==> config.mk <==
export PLATFORM = sky130hd
export DESIGN_NAME = icgc_ctrl
export DESIGN_NICKNAME = d
export VERILOG_FILES = /design/src/core/icgc_pkg.sv /design/src/core/icgc_ctrl.sv
export VERILOG_INCLUDE_DIRS = /design/src /design/src/core
export SDC_FILE = /design/constraint.sdc
export NUM_CORES = 1
export LEC_CHECK = 0
export BUFFER_PORTS_ARGS = -buffer_cell sky130_fd_sc_hd__buf_2
export CORE_UTILIZATION = 61
export CTS_CLUSTER_DIAMETER = 150
export DETAILED_ROUTE_END_ITERATION = 6
export HOLD_SLACK_MARGIN = 0.05
export MAX_ROUTING_LAYER = met4
export PLACE_DENSITY = 0.93
export REMOVE_ABC_BUFFERS = 1
export SLEW_MARGIN = 10
export SYNTH_ARGS = -nofsm -noshare
export SYNTH_HDL_FRONTEND = slang
export SYNTH_SLANG_ARGS = --single-unit
==> constraint.sdc <==
create_clock -name clk -period 3.45 [get_ports clk]
set_clock_uncertainty 0.1 [all_clocks]
set_input_delay 0.8625 -clock clk [delete_from_list [all_inputs] [get_ports clk]]
set_output_delay 0.8625 -clock clk [all_outputs]
set_load 0.005 [all_outputs]
==> src/core/icgc_params.svh <==
// constants for the clock generator control block: offsets, fields, resets
// assumes inclusion by the control module only
`ifndef ICGC_PARAMS_SVH
`define ICGC_PARAMS_SVH

// register indices on the plain register port
`define ICGC_ADDR_CTRL_ONE 2'h0
`define ICGC_ADDR_CTRL_TWO 2'h1
`define ICGC_ADDR_STATUS 2'h2

// first control register fields
`define ICGC_HGS_BIT 7
`define ICGC_RANGE_BIT 6
`define ICGC_ERS_BIT 5
`define ICGC_MODE_HI 4
`define ICGC_MODE_LO 3
`define ICGC_OSC_OFF_BIT 2
`define ICGC_CLOCK_LOSS_DETECT_OFF_BIT 1

// second control register fields
`define ICGC_LLA_BIT 7
`define ICGC_MUL_HI 6
`define ICGC_MUL_LO 4
`define ICGC_CLA_BIT 3
`define ICGC_DIV_HI 2
`define ICGC_DIV_LO 0

// status register fields
`define ICGC_ST_MODE_HI 7
`define ICGC_ST_MODE_LO 6
`define ICGC_ST_REFK_BIT 5
`define ICGC_ST_LOL_BIT 4
`define ICGC_ST_LOCK_BIT 3
`define ICGC_ST_LOC_BIT 2
`define ICGC_ST_ERV_BIT 1

// reset values
`define ICGC_CTRL_ONE_RST 8'h00
`define ICGC_CTRL_TWO_RST 8'h00

// loop prescale factor per range
`define ICGC_P_LOW 7'h40
`define ICGC_P_HIGH 7'h01

// loop factor base; the step of two is applied in the control module
`define ICGC_N_BASE 5'h04

// default cycle counts for settling and reference qualification
`define ICGC_SETTLE_CYC 8
`define ICGC_REF_GAP_CYC 64
`define ICGC_REF_EDGES 4

`endif

==> src/core/icgc_pkg.sv <==
// types shared by the clock generator control block
// assumes icgc_params.svh is on the include path
package icgc_pkg;

  typedef enum logic [1:0] {
    ICGC_SELF_CLOCKED,
    ICGC_LOOP_INTERNAL,
    ICGC_EXT_BYPASS,
    ICGC_LOOP_EXTERNAL
  } icgc_mode_t;

  typedef enum {
    ICGC_IDLE,
    ICGC_SETTLE,
    ICGC_WAIT_REF
  } icgc_mstate_t;

  typedef struct packed {
    logic lock_loss_irq;
    logic lock_loss_reset;
    logic clock_loss_irq;
    logic clock_loss_reset;
  } icgc_req_t;

  typedef struct packed {
    logic [6:0] prescale;
    logic [4:0] multiplier;
    logic [2:0] divider_code;
  } icgc_loop_t;

endpackage

==> src/core/icgc_ctrl.sv <==
// control registers of the internal clock generator and their effects
// assumes a plain register port on clk and loop status from the analog side
//
// Summary of operation
// - bit 7 selects low power or high gain
// - write-once bits keep first value after reset
// - range bit picks prescale 64 or 1
// - range sets the prescale only in external modes
// - bit 5 picks external clock or crystal
// - mode field selects four clock modes
// - bypass waits for valid external reference
// - off mode leaves mode field unchanged
// - mode writes ignored while change completes
// - first write 0X blocks later 1X
// - bit 2 sets oscillator state in off
// - off setting void with high gain and range
// - bit 1 set disables clock loss detection
// - lock loss gives interrupt or reset request
// - loop factor is four plus twice code
// - multiplier writes ignored while change completes
// - clock loss gives interrupt or reset request
// - output divider is two to the code
// - divider writes ignored while change completes
// - reference valid only when stable and fast
// - lock lost flag sticky until cleared
//
// Strobed register access and the address map were chosen for this implementation.
`timescale 1ns/1ps
`default_nettype none
`include "icgc_params.svh"

module icgc_ctrl #(
  parameter int SETTLE_CYC = `ICGC_SETTLE_CYC,
  parameter int REF_GAP_CYC = `ICGC_REF_GAP_CYC,
  parameter int REF_EDGES = `ICGC_REF_EDGES
) (
  input wire logic clk,
  input wire logic resetn,
  input wire logic [1:0] addr,
  input wire logic [7:0] wdata,
  input wire logic wr,
  input wire logic rd,
  output logic [7:0] rdata,
  input wire logic external_reference_clock,
  input wire logic loop_locked,
  input wire logic clock_loss_event,
  input wire logic stop_request,
  input wire logic osc_enable_request,
  output logic osc_enable,
  output logic high_gain_select,
  output logic range_effective,
  output logic ext_reference_select,
  output icgc_pkg::icgc_mode_t active_mode,
  output icgc_pkg::icgc_loop_t loop_cfg,
  output logic out_clk_en,
  output icgc_pkg::icgc_req_t requests
);

  // count widths sized from the parameters
  localparam int SW = $clog2(SETTLE_CYC + 1);
  localparam int GW = $clog2(REF_GAP_CYC + 1);
  localparam int EW = $clog2(REF_EDGES + 1);

  function automatic logic busy_ok(input logic busy, input logic hit);
    busy_ok = hit & ~busy;
  endfunction

  // control register fields
  logic hgs;
  logic range_sel;
  logic ers;
  logic [1:0] mode_req;
  logic osc_keep_on_in_off;
  logic clock_loss_detect_off;
  logic lock_loss_action;
  logic [2:0] loop_multiplier_code;
  logic clock_loss_action;
  logic [2:0] output_divider_code;
  logic once_done;
  logic ext_blocked;

  // status and sequencing
  logic lock_lost_flag;
  logic clock_lost_flag;
  logic ext_reference_valid;
  logic reference_kind_status;
  icgc_pkg::icgc_mstate_t mstate;
  logic [SW-1:0] mode_cnt;
  logic [SW-1:0] mul_cnt;
  logic [SW-1:0] div_cnt;
  logic [2:0] mul_applied;
  logic [2:0] div_applied;
  logic [6:0] div_cnt_clk;

  // synchronisers
  logic [1:0] ref_sync;
  logic ref_prev;
  logic [1:0] lock_sync;
  logic lock_prev;
  logic [1:0] loss_sync;
  logic [GW-1:0] gap_cnt;
  logic [EW-1:0] edge_cnt;

  // bus decode
  wire wr_one = wr & (addr == `ICGC_ADDR_CTRL_ONE);
  wire wr_two = wr & (addr == `ICGC_ADDR_CTRL_TWO);
  wire wr_stat = wr & (addr == `ICGC_ADDR_STATUS);
  wire mode_busy = (mstate != icgc_pkg::ICGC_IDLE);
  wire mul_busy = (mul_cnt != '0);
  wire div_busy = (div_cnt != '0);
  wire [1:0] wr_mode = wdata[`ICGC_MODE_HI:`ICGC_MODE_LO];
  wire [2:0] wr_mul = wdata[`ICGC_MUL_HI:`ICGC_MUL_LO];
  wire [2:0] wr_div = wdata[`ICGC_DIV_HI:`ICGC_DIV_LO];
  wire mode_take = busy_ok(mode_busy, wr_one) & ~(ext_blocked & wr_mode[1]);
  wire mul_take = busy_ok(mul_busy, wr_two);
  wire div_take = busy_ok(div_busy, wr_two);
  wire in_off = stop_request;
  wire ext_mode_now = active_mode[1];
  wire engaged = (active_mode == icgc_pkg::ICGC_LOOP_INTERNAL) |
                 (active_mode == icgc_pkg::ICGC_LOOP_EXTERNAL);
  wire ref_edge = ref_sync[1] & ~ref_prev;
  wire lock_fall = lock_prev & ~lock_sync[1];
  wire lol_evt = lock_fall & engaged & ~mode_busy & ~in_off;
  wire loc_evt = loss_sync[1] & ~clock_loss_detect_off;
  wire clr_lol = wr_stat & wdata[`ICGC_ST_LOL_BIT];
  wire clr_loc = wr_stat & wdata[`ICGC_ST_LOC_BIT];

  wire off_keep = osc_keep_on_in_off ?
                  (mode_req[1] & reference_kind_status) :
                  (osc_enable_request & (mode_req == 2'h2) &
                   reference_kind_status);
  wire off_void = hgs & range_sel;
  wire run_osc = ext_mode_now | (mode_req[1] & ~ext_blocked);
  wire next_osc = in_off ? (off_void ? run_osc : off_keep) : run_osc;

  wire [7:0] ctrl_one_rd = {hgs, range_sel, ers, mode_req,
                            osc_keep_on_in_off, clock_loss_detect_off, 1'b0};
  wire [7:0] ctrl_two_rd = {lock_loss_action, loop_multiplier_code,
                            clock_loss_action, output_divider_code};
  wire [7:0] stat_rd = {active_mode, reference_kind_status, lock_lost_flag,
                        lock_sync[1] & engaged, clock_lost_flag,
                        ext_reference_valid, 1'b0};
  wire [7:0] next_rdata = (addr == `ICGC_ADDR_CTRL_ONE) ? ctrl_one_rd :
                          (addr == `ICGC_ADDR_CTRL_TWO) ? ctrl_two_rd :
                          (addr == `ICGC_ADDR_STATUS) ? stat_rd : 8'h00;

  // read data one cycle after the strobe, zero otherwise
  always_ff @(posedge clk or negedge resetn) begin
    if (!resetn) begin
      rdata <= 8'h00;
    end else begin
      rdata <= rd ? next_rdata : 8'h00;
    end
  end

  always_ff @(posedge clk or negedge resetn) begin
    if (!resetn) begin
      hgs <= 1'b0;
      range_sel <= 1'b0;
      ers <= 1'b0;
      reference_kind_status <= 1'b0;
      once_done <= 1'b0;
      ext_blocked <= 1'b0;
    end else if (wr_one && !once_done) begin
      hgs <= wdata[`ICGC_HGS_BIT];
      range_sel <= wdata[`ICGC_RANGE_BIT];
      ers <= wdata[`ICGC_ERS_BIT];
      reference_kind_status <= wdata[`ICGC_ERS_BIT];
      once_done <= 1'b1;
      ext_blocked <= ~wr_mode[1];
    end
  end

  // freely writable control bits
  always_ff @(posedge clk or negedge resetn) begin
    if (!resetn) begin
      osc_keep_on_in_off <= 1'b0;
      clock_loss_detect_off <= 1'b0;
      lock_loss_action <= 1'b0;
      clock_loss_action <= 1'b0;
    end else begin
      if (wr_one) begin
        osc_keep_on_in_off <= wdata[`ICGC_OSC_OFF_BIT];
        clock_loss_detect_off <= wdata[`ICGC_CLOCK_LOSS_DETECT_OFF_BIT];
      end
      if (wr_two) begin
        lock_loss_action <= wdata[`ICGC_LLA_BIT];
        clock_loss_action <= wdata[`ICGC_CLA_BIT];
      end
    end
  end

  // mode change sequence
  // off mode freezes the sequence, so the request survives stop
  always_ff @(posedge clk or negedge resetn) begin
    if (!resetn) begin
      mode_req <= 2'h0;
      active_mode <= icgc_pkg::ICGC_SELF_CLOCKED;
      mstate <= icgc_pkg::ICGC_IDLE;
      mode_cnt <= '0;
    end else begin
      case (mstate)
        icgc_pkg::ICGC_IDLE: begin
          if (mode_take) begin
            mode_req <= wr_mode;
            mode_cnt <= SW'(SETTLE_CYC);
            mstate <= icgc_pkg::ICGC_SETTLE;
          end
        end
        icgc_pkg::ICGC_SETTLE: begin
          if (!in_off) begin
            if (mode_cnt > SW'(1)) begin
              mode_cnt <= mode_cnt - SW'(1);
            end else begin
              mode_cnt <= '0;
              mstate <= icgc_pkg::ICGC_WAIT_REF;
            end
          end
        end
        icgc_pkg::ICGC_WAIT_REF: begin
          if (!in_off && (mode_req != 2'h2 || ext_reference_valid)) begin
            active_mode <= icgc_pkg::icgc_mode_t'(mode_req);
            mstate <= icgc_pkg::ICGC_IDLE;
          end
        end
        default: begin
          mstate <= icgc_pkg::ICGC_IDLE;
        end
      endcase
    end
  end

  always_ff @(posedge clk or negedge resetn) begin
    if (!resetn) begin
      loop_multiplier_code <= 3'h0;
      mul_applied <= 3'h0;
      mul_cnt <= '0;
    end else if (mul_take) begin
      loop_multiplier_code <= wr_mul;
      mul_cnt <= SW'(SETTLE_CYC);
    end else if (mul_busy) begin
      mul_cnt <= mul_cnt - SW'(1);
      if (mul_cnt == SW'(1)) begin
        mul_applied <= loop_multiplier_code;
      end
    end
  end

  always_ff @(posedge clk or negedge resetn) begin
    if (!resetn) begin
      output_divider_code <= 3'h0;
      div_applied <= 3'h0;
      div_cnt <= '0;
    end else if (div_take) begin
      output_divider_code <= wr_div;
      div_cnt <= SW'(SETTLE_CYC);
    end else if (div_busy) begin
      div_cnt <= div_cnt - SW'(1);
      if (div_cnt == SW'(1)) begin
        div_applied <= output_divider_code;
      end
    end
  end

  // enable pulse every two to the code cycles
  wire [6:0] div_mask = 7'(8'h7F >> (3'h7 - div_applied));
  wire div_wrap = ((div_cnt_clk & div_mask) == div_mask);
  always_ff @(posedge clk or negedge resetn) begin
    if (!resetn) begin
      div_cnt_clk <= 7'h00;
      out_clk_en <= 1'b0;
    end else if (in_off) begin
      // output clock static in off
      out_clk_en <= 1'b0;
    end else begin
      div_cnt_clk <= div_wrap ? 7'h00 : div_cnt_clk + 7'h01;
      out_clk_en <= div_wrap;
    end
  end

  // pin inputs pass two flops first
  always_ff @(posedge clk or negedge resetn) begin
    if (!resetn) begin
      ref_sync <= 2'h0;
      ref_prev <= 1'b0;
      lock_sync <= 2'h0;
      lock_prev <= 1'b0;
      loss_sync <= 2'h0;
    end else begin
      ref_sync <= {ref_sync[0], external_reference_clock};
      ref_prev <= ref_sync[1];
      lock_sync <= {lock_sync[0], loop_locked};
      lock_prev <= lock_sync[1];
      loss_sync <= {loss_sync[0], clock_loss_event};
    end
  end

  // qualify reference: edges close enough, enough in a row
  // slow or stopped references fall out after one gap
  always_ff @(posedge clk or negedge resetn) begin
    if (!resetn) begin
      gap_cnt <= '0;
      edge_cnt <= '0;
      ext_reference_valid <= 1'b0;
    end else if (ref_edge) begin
      gap_cnt <= '0;
      if (edge_cnt < EW'(REF_EDGES)) begin
        edge_cnt <= edge_cnt + EW'(1);
      end else begin
        ext_reference_valid <= 1'b1;
      end
    end else if (gap_cnt >= GW'(REF_GAP_CYC)) begin
      edge_cnt <= '0;
      ext_reference_valid <= 1'b0;
    end else begin
      gap_cnt <= gap_cnt + GW'(1);
    end
  end

  // sticky flags, set wins over clear
  always_ff @(posedge clk or negedge resetn) begin
    if (!resetn) begin
      lock_lost_flag <= 1'b0;
      clock_lost_flag <= 1'b0;
    end else begin
      lock_lost_flag <= lol_evt | (lock_lost_flag & ~clr_lol);
      clock_lost_flag <= loc_evt | (clock_lost_flag & ~clr_loc);
    end
  end

  always_ff @(posedge clk or negedge resetn) begin
    if (!resetn) begin
      requests <= '0;
    end else begin
      requests.lock_loss_irq <= lock_lost_flag & ~lock_loss_action;
      requests.lock_loss_reset <= lock_lost_flag & lock_loss_action;
      requests.clock_loss_irq <= clock_lost_flag & ~clock_loss_action;
      requests.clock_loss_reset <= clock_lost_flag & clock_loss_action;
    end
  end

  always_ff @(posedge clk or negedge resetn) begin
    if (!resetn) begin
      osc_enable <= 1'b0;
      high_gain_select <= 1'b0;
      range_effective <= 1'b0;
      ext_reference_select <= 1'b0;
      loop_cfg <= '0;
    end else begin
      osc_enable <= next_osc;
      high_gain_select <= hgs;
      range_effective <= range_sel & ext_mode_now;
      ext_reference_select <= ers;
      loop_cfg.prescale <= (range_sel & ext_mode_now) ?
                           `ICGC_P_HIGH : `ICGC_P_LOW;
      loop_cfg.multiplier <= `ICGC_N_BASE + {1'b0, mul_applied, 1'b0};
      loop_cfg.divider_code <= div_applied;
    end
  end

endmodule

`default_nettype wire

==> results.md, run 1 <==
- Placer Congestion: 0.809
- Synth Cell Area: just under 4000 um^2
- Data arrival, critical path: 2.13 ns
- Htree depth: 3
- Count of state elements after synthesis: 92
- Area occupied by registers: between 2000 and 2500 um^2
- Initial drt markers: 218
- CTS buffer count: 9
- Highest Clock Rate: 0.504 GHz
- Syn Inst Count: 329
- Hold buffers post-CTS: 0
- Hold Fails Final Rpt: 0
- Setup TNS: 0 ns
- DR pass1 iterations: 4
- # setup viols final: 0
- Post-Route WL: 7540 um
- Multi-input gate area: roughly 1500 um^2
- Die ar.: between 6000 and 7000 um^2
- Critical path launch point type: register
- YS warnings: 0
- Die H: 82.4 um
- N_diodes: 0
- Non-Filler Instances: 459
- CP max FO: 6
- Final Slew Violations: 0
- Max incr delay on CP: 0.57 ns
- Max Cap Violations: 0
- Clk Latency, worst-skew pair: 0.36 ns
- Wire length per cell: 16.4 um
- Tot Pwr: between 3 and 4 mW
- Width of the die: 82.4 um
- CTS Sinks: 92
- Fin crit period: 1.98 ns
- Vias in the first global route: 2660
- Slowest-stage cell, CP: nor4b_2
- DRC viols: 0
- Critical Path RT: 3.59 ns
- Largest net degree at the start of global routing: 93
- Pwr Density: about 760 nW/um^2
- Worst-path clk slew: 0.09 ns
- Cells after DPL: about 440
- Hold Crit Class: register to register
- Setup crit end kind: register
- CTS tree: done
- Most frequent cells in the layout: dfrtp_1, buf_2, nand2_1
- CTS root buffer: clkbuf_8
- # nets final: 410
- Sequential area share after synthesis: 0.583
- Layout cell share with drive strength beyond 1: 0.240
- Ys async rst share: 1.00
- Remaining antenna violation count: 0
- Starting Density: 0.647
- Core box area: 6100 um^2
- GRT overflow: 0
- CTS Buffer Depth: 2
- Cell Chain, Critical Path: inv_1 -> ha_1 -> nor4b_2 -> mux2_2
- VDD IR max: approximately 0.46 mV
- Synth cell types: 51
- Fin util: 0.727
- Setup CP Type: register to register
- Tot GR Track Use: 0.260
- # fillers: roughly 380
- Hold Slack: 0.254 ns
- Slew headroom: 0.271
- Site Rows: 28
- Worst Tran Pin Value: roughly 1.1 ns
- CTS resizes: 0
- Boundary Pins: 53
- Vias: 2626
- Initial antenna violation count: 0
- Crit path max-delay family: simple AND/OR/NAND/NOR gates
- RSZ-0062 raised after global routing: no
- Average size of a mapped cell: around 12 um^2
- Via density: 5.72
- Layout area overhead: 12.3%
- Post-synth EDFFs: 0
- Post-route clock period utilization: 0.575
- Setup Fix Bufs, Post-CTS: 0
- Buffers & Inverters on Critical Path: 1
- Detail Placement HPWL: 5210 um
- First-pass GRT wire length: 12600 um
- P_leak: roughly 2.2 nW
- Most common cell after layout, fill and taps aside: dfrtp_1
- Port Buffers: 46
- Status: complete, no violations
- Top_reg_cell synth: dfrtp_1
==> stage by stage <==
stage	setup WS (ns)	area [um^2]
floorplan	1.38	3870
global placement	1.28	4210
detailed placement	1.25	4210
CTS	1.52	4430
global route	1.40	4430
finish	1.47	4430
==> power by group <==
group | leakage, nW | switching, mW | internal (mW)
sequential | 1.15 | 0.312 | 1.39
combinational | 0.897 | 0.438 | 0.423
clock | 0.112 | 0.377 | 0.417
==> final timing paths <==
check / startpoint / endpoint / slack [ns] / cells past startpoint
max in group asynchronous: resetn / mode_cnt[3] / 1.95 / 1
worst max-delay path: div_cnt[0] / div_applied[2] / 1.47 / 4
min in group asynchronous: resetn / mul_cnt[1] / 0.60 / 1
worst max register to register: div_cnt[0] / div_applied[2] / 1.47 / 4
worst min-delay path: ref_sync[0] / ref_sync[1] / 0.25 / 0
worst min register to register: ref_sync[0] / ref_sync[1] / 0.25 / 0
==> state kept, by name (all words and copies together), names as in the netlist, 3 cells and up <==
| name | cells |
|---|---|
| rdata | 8 |
| edge_cnt | 3 |
| mul_applied | 3 |
| loop_cfg | 9 |
| output_divider_code | 3 |
| div_cnt | 4 |
| div_cnt_clk | 7 |
| gap_cnt | 7 |
| loop_multiplier_code | 3 |
| mul_cnt | 4 |
| requests | 4 |
| mode_cnt | 4 |
| div_applied | 3 |
==> cells by family (layout without fill, tap and decap cells) <==
family	Yosys count	in the layout	synth area share
AOI/OAI and AO/OA	53	53	0.0894
xor gates and xnor gates	13	13	0.0289
adders and majority gates	12	12	0.0380
buffers and inverters	27	77	0.0361
DFF	92	92	0.583
muxes	29	29	0.0799
other	1	6	0.000950
and+or+nand+nor	102	102	0.143
==> synthesized netlist by cell type, types with 2 or more instances <==
| cell | instances | area, um^2 |
|---|---|---|
| inv_1 | 14 | 52.6 |
| buf_4 | 8 | 60.1 |
| xor2_1 | 8 | 70.1 |
| nand4b_1 | 4 | 35.0 |
| buf_2 | 3 | 15.0 |
| and2_1 | 8 | 50.1 |
| nor2b_1 | 10 | 62.6 |
| nor2_1 | 17 | 63.8 |
| o21ai_0 | 15 | 75.1 |
| and3_1 | 3 | 18.8 |
| ha_1 | 12 | 150 |
| mux2i_1 | 9 | 90.1 |
| a32o_1 | 2 | 20.0 |
| dfrtp_1 | 92 | 2300 |
| a21oi_1 | 15 | 75.1 |
| o21ai_1 | 2 | 10.0 |
| o31ai_1 | 5 | 37.5 |
| mux2_1 | 3 | 33.8 |
| o41ai_2 | 2 | 32.5 |
| nor3_1 | 5 | 25.0 |
| nand2b_1 | 4 | 25.0 |
| xnor2_1 | 5 | 43.8 |
| nand3_1 | 9 | 45.0 |
| a2bb2oi_1 | 2 | 17.5 |
| nand2_1 | 29 | 109 |
| nor4b_2 | 2 | 30.0 |
| mux2_2 | 17 | 191 |
==> final cells by class <==
type | instances | share of cell area
Inverter | 14 | 0.0119
Sequential cell | 92 | 0.519
Clock buffer | 10 | 0.0288
Clock inverter | 6 | 0.0215
Timing Repair Buffer | 47 | 0.0542
Tap cell | 75 | 0.0212
Multi-Input combinational cell | 215 | 0.343
==> metal layers <==
layer,track usage,routed length [um]
met1,0.304,3150
met2,0.437,3870
met3,0.0560,368
met4,0.107,150
met5,-,0
Note: power is estimated with default switching activity, not from simulation.
==> run 2, diff against run 1 <==
--- a/config.mk
+++ b/config.mk
@@ -7,12 +7,12 @@
 export NUM_CORES = 1
 export LEC_CHECK = 0
 export BUFFER_PORTS_ARGS = -buffer_cell sky130_fd_sc_hd__buf_2
-export CORE_UTILIZATION = 61
+export CORE_UTILIZATION = 51
 export CTS_CLUSTER_DIAMETER = 150
 export DETAILED_ROUTE_END_ITERATION = 6
 export HOLD_SLACK_MARGIN = 0.05
 export MAX_ROUTING_LAYER = met4
-export PLACE_DENSITY = 0.93
+export PLACE_DENSITY = 0.84
 export REMOVE_ABC_BUFFERS = 1
 export SLEW_MARGIN = 10
 export SYNTH_ARGS = -nofsm -noshare
==> constraint.sdc (replaced) <==
create_clock -name clk -period 1.7 [get_ports clk]
set_clock_uncertainty 0.1 [all_clocks]
set_input_delay 0.425 -clock clk [delete_from_list [all_inputs] [get_ports clk]]
set_output_delay 0.425 -clock clk [all_outputs]
set_load 0.005 [all_outputs]
==> run 2 against run 1 <==
Design area up 4.2%. Highest routed layer unchanged. Sequential power is 99% higher. Clock power up 84%. Combinational power increased by 120%. Fmax up 20%. Routed wire length is 2.4% lower.
==> results.md, run 2 (synthesis results as in run 1) <==
- CTS tree: done (unchanged)
- Fin util: 0.626 (was 0.727)
- Placer Congestion: 0.803 (was 0.809)
- Reg-to-Reg Start: div_cnt[1] (was div_cnt[0])
- Status: complete, no violations (unchanged)
- Slack of the critical path: 0.0450 ns (was 1.47 ns)
- Pwr Density: 1470 nW/um^2 (was 758 nW/um^2)
- Starting Density: 0.535 (was 0.647)
- Data arrival, critical path: 1.80 ns (was 2.13 ns)
- Hold depth: 1 (was 0)
- Layout area overhead: 17.0% (was 12.3%)
- R2R depth: 4 (unchanged)
- Setup slack, reg-to-reg: 0.05 ns (was 1.47 ns)
- Critical Path RT: 1.85 ns (was 3.59 ns)
- Flop pwr share: 0.501 (was 0.507)
- CTS root buffer: clkbuf_8 (unchanged)
- Clk Latency, worst-skew pair: 0.36 ns (about the same)
- Die ar.: 8090 um^2 (was 6790 um^2)
- DR pass1 iterations: 6 (was 4)
- Max reg flops: 9 (unchanged)
- Cell Chain, Critical Path: inv_1 -> ha_1 -> nor4b_2 -> mux2_2 (unchanged)
- Reg with most FFs: loop_cfg (unchanged)
- Sw Pwr: 2.25 mW (was 1.13 mW)
- Hold Path End: loss_sync[0] (was ref_sync[1])
- Highest Clock Rate: 0.604 GHz (was 0.504 GHz)
- Net Sw Frac: 0.333 (was 0.335)
- Core box area: 7370 um^2 (was 6100 um^2)
- Initial antenna violation count: 1 (was 0)
- Most common cell after layout, fill and taps aside: dfrtp_1 (unchanged)
- Critical path launch point type: register (unchanged)
- Clock power share: 0.216 (was 0.237)
- Port Buffers: 46 (unchanged)
- Max incr delay on CP: 0.41 ns (was 0.57 ns)
- Post-Route WL: 7360 um (was 7540 um)
- Layout cell share with drive strength beyond 1: 0.281 (was 0.240)
- Worst-path clk slew: 0.09 ns (about the same)
- Post-route clock period utilization: 0.974 (was 0.575)
- Min-Delay Startpoint: clock_loss_event (was ref_sync[0])
- Fin crit period: 1.65 ns (was 1.98 ns)
- Place WS: 0.0438 ns (was 1.25 ns)
- CP max FO: 4 (was 6)
- Hold Slack: 0.0673 ns (was 0.254 ns)
- Wire length per cell: 14.7 um (was 16.4 um)
- Vias: 2655 (was 2626)
- Remaining antenna violation count: 0 (unchanged)
- Hold Fails Final Rpt: 0 (unchanged)
- DRC viols: 0 (unchanged)
- RSZ-0062 raised after global routing: yes (was no)
- Top flop regs: loop_cfg x9, rdata x8 (unchanged)
- # setup viols final: 0 (unchanged)
- Crit path launch: div_cnt[1] (was div_cnt[0])
- VDD IR max: 0.879 mV (was 0.464 mV)
- CTS buffer count: 9 (unchanged)
- Combinational power share: 0.283 (was 0.256)
- Final Slew Violations: 0 (unchanged)
- Largest net degree at the start of global routing: 43 (was 93)
- Max Cap Violations: 0 (unchanged)
- Hold Crit Class: primary input to register (was register to register)
- First-pass GRT wire length: 12700 um (was 12600 um)
- GRT overflow: 0 (unchanged)
- Boundary Pins: 53 (unchanged)
- # fillers: 570 (was 378)
- Tot GR Track Use: 0.207 (was 0.260)
- Worst R2R End: div_applied[2] (unchanged)
- Setup crit end kind: register (unchanged)
- Die H: 90.0 um (was 82.4 um)
- P_leak: 2.25 nW (was 2.16 nW)
- CTS Buffer Depth: 2 (unchanged)
- Vias in the first global route: 2627 (was 2660)
- CTS Sinks: 92 (unchanged)
- Detail Placement HPWL: 5530 um (was 5210 um)
- Setup CP Type: register to register (unchanged)
- Internal power: 4.52 mW (was 2.23 mW)
- Slowest-stage cell, CP: dfrtp_1 (was nor4b_2)
- Htree depth: 3 (unchanged)
- Initial drt markers: 183 (was 218)
- Via density: 5.29 (was 5.72)
- Width of the die: 90.0 um (was 82.4 um)
- Most frequent cells in the layout: dfrtp_1, buf_2, nand2_1 (unchanged)
- Site Rows: 31 (was 28)
- # nets final: 429 (was 410)
[run 2: cell type report]
| cell class | count | area (um^2) | area share |
|---|---|---|---|
| Clock buffer | 10 | 138 | 0.0298 |
| Antenna cell | 1 | 2.50 | 0.000542 |
| Inverter | 14 | 52.6 | 0.0114 |
| Timing Repair Buffer | 66 | 400 | 0.0867 |
| Tap cell | 99 | 124 | 0.0268 |
| Multi-Input combinational cell | 215 | 1540 | 0.333 |
| Sequential cell | 92 | 2300 | 0.499 |
| Clock inverter | 5 | 60.1 | 0.0130 |
[run 2: how the worst max path moves through the flow]
stage	end	slack, ns	depth (start not counted)
6_report	div_applied[2]	0.05	4
3_3_place_gp	active_mode[1]	0.08	4
2_1_floorplan	output_divider_code[0]	0.07	4
3_5_place_dp	mode_cnt[3]	0.04	6
5_1_grt	div_applied[2]	-0.02	4
4_1_cts	div_applied[0]	0.01	4
[run 2: power groups by stage]
stage                     clock network [mW]  logic [mW]  registers [mW]
final                                   1.46        1.92            3.39
after global placement                     0        1.79            3.39
after floorplan                            0        1.20            3.32
after global routing                    1.59        2.17            3.48
after detailed placement                   0        1.88            3.42
after CTS                               1.49        1.90            3.38
[run 2: routing by layer]
layer / up-vias / wire length, um / track usage
li1: 1257 / - / -
met1: 1304 / 3360 / 0.268
met2: 80 / 3470 / 0.317
met3: 14 / 358 / 0.0575
met4: 0 / 164 / 0.0672
met5: - / 0 / -
[run 2: per-stage QoR]
step                std cells  setup TNS (ns)  power (mW)  cell area (um^2)
CTS                       499               0        6.77              4580
global placement          483               0        5.18              4370
finish                    502               0        6.77              4620
detailed placement        483               0        5.30              4370
floorplan                 321               0        4.53              3870
global route              502         -0.0204        7.24              4620
[run 2: critical path, delay by kind of cell, from the launching register on]
| family | cells | cell delay [ns] |
|---|---|---|
| multiplexers | 1 | 0.38 |
| buffers and inverters | 1 | 0.12 |
| flip-flops | 1 | 0.41 |
| AND/OR/NAND/NOR | 1 | 0.34 |
| adder cells (fa/ha/maj) | 1 | 0.18 |
[run 2: repair_timing]
action	4_1_cts	5_1_grt
gates resized for setup	0	5
hold buffers	1	1
endpoints found under the hold margin	24	1
setup endpoints to repair	0	10
setup buffers	0	1
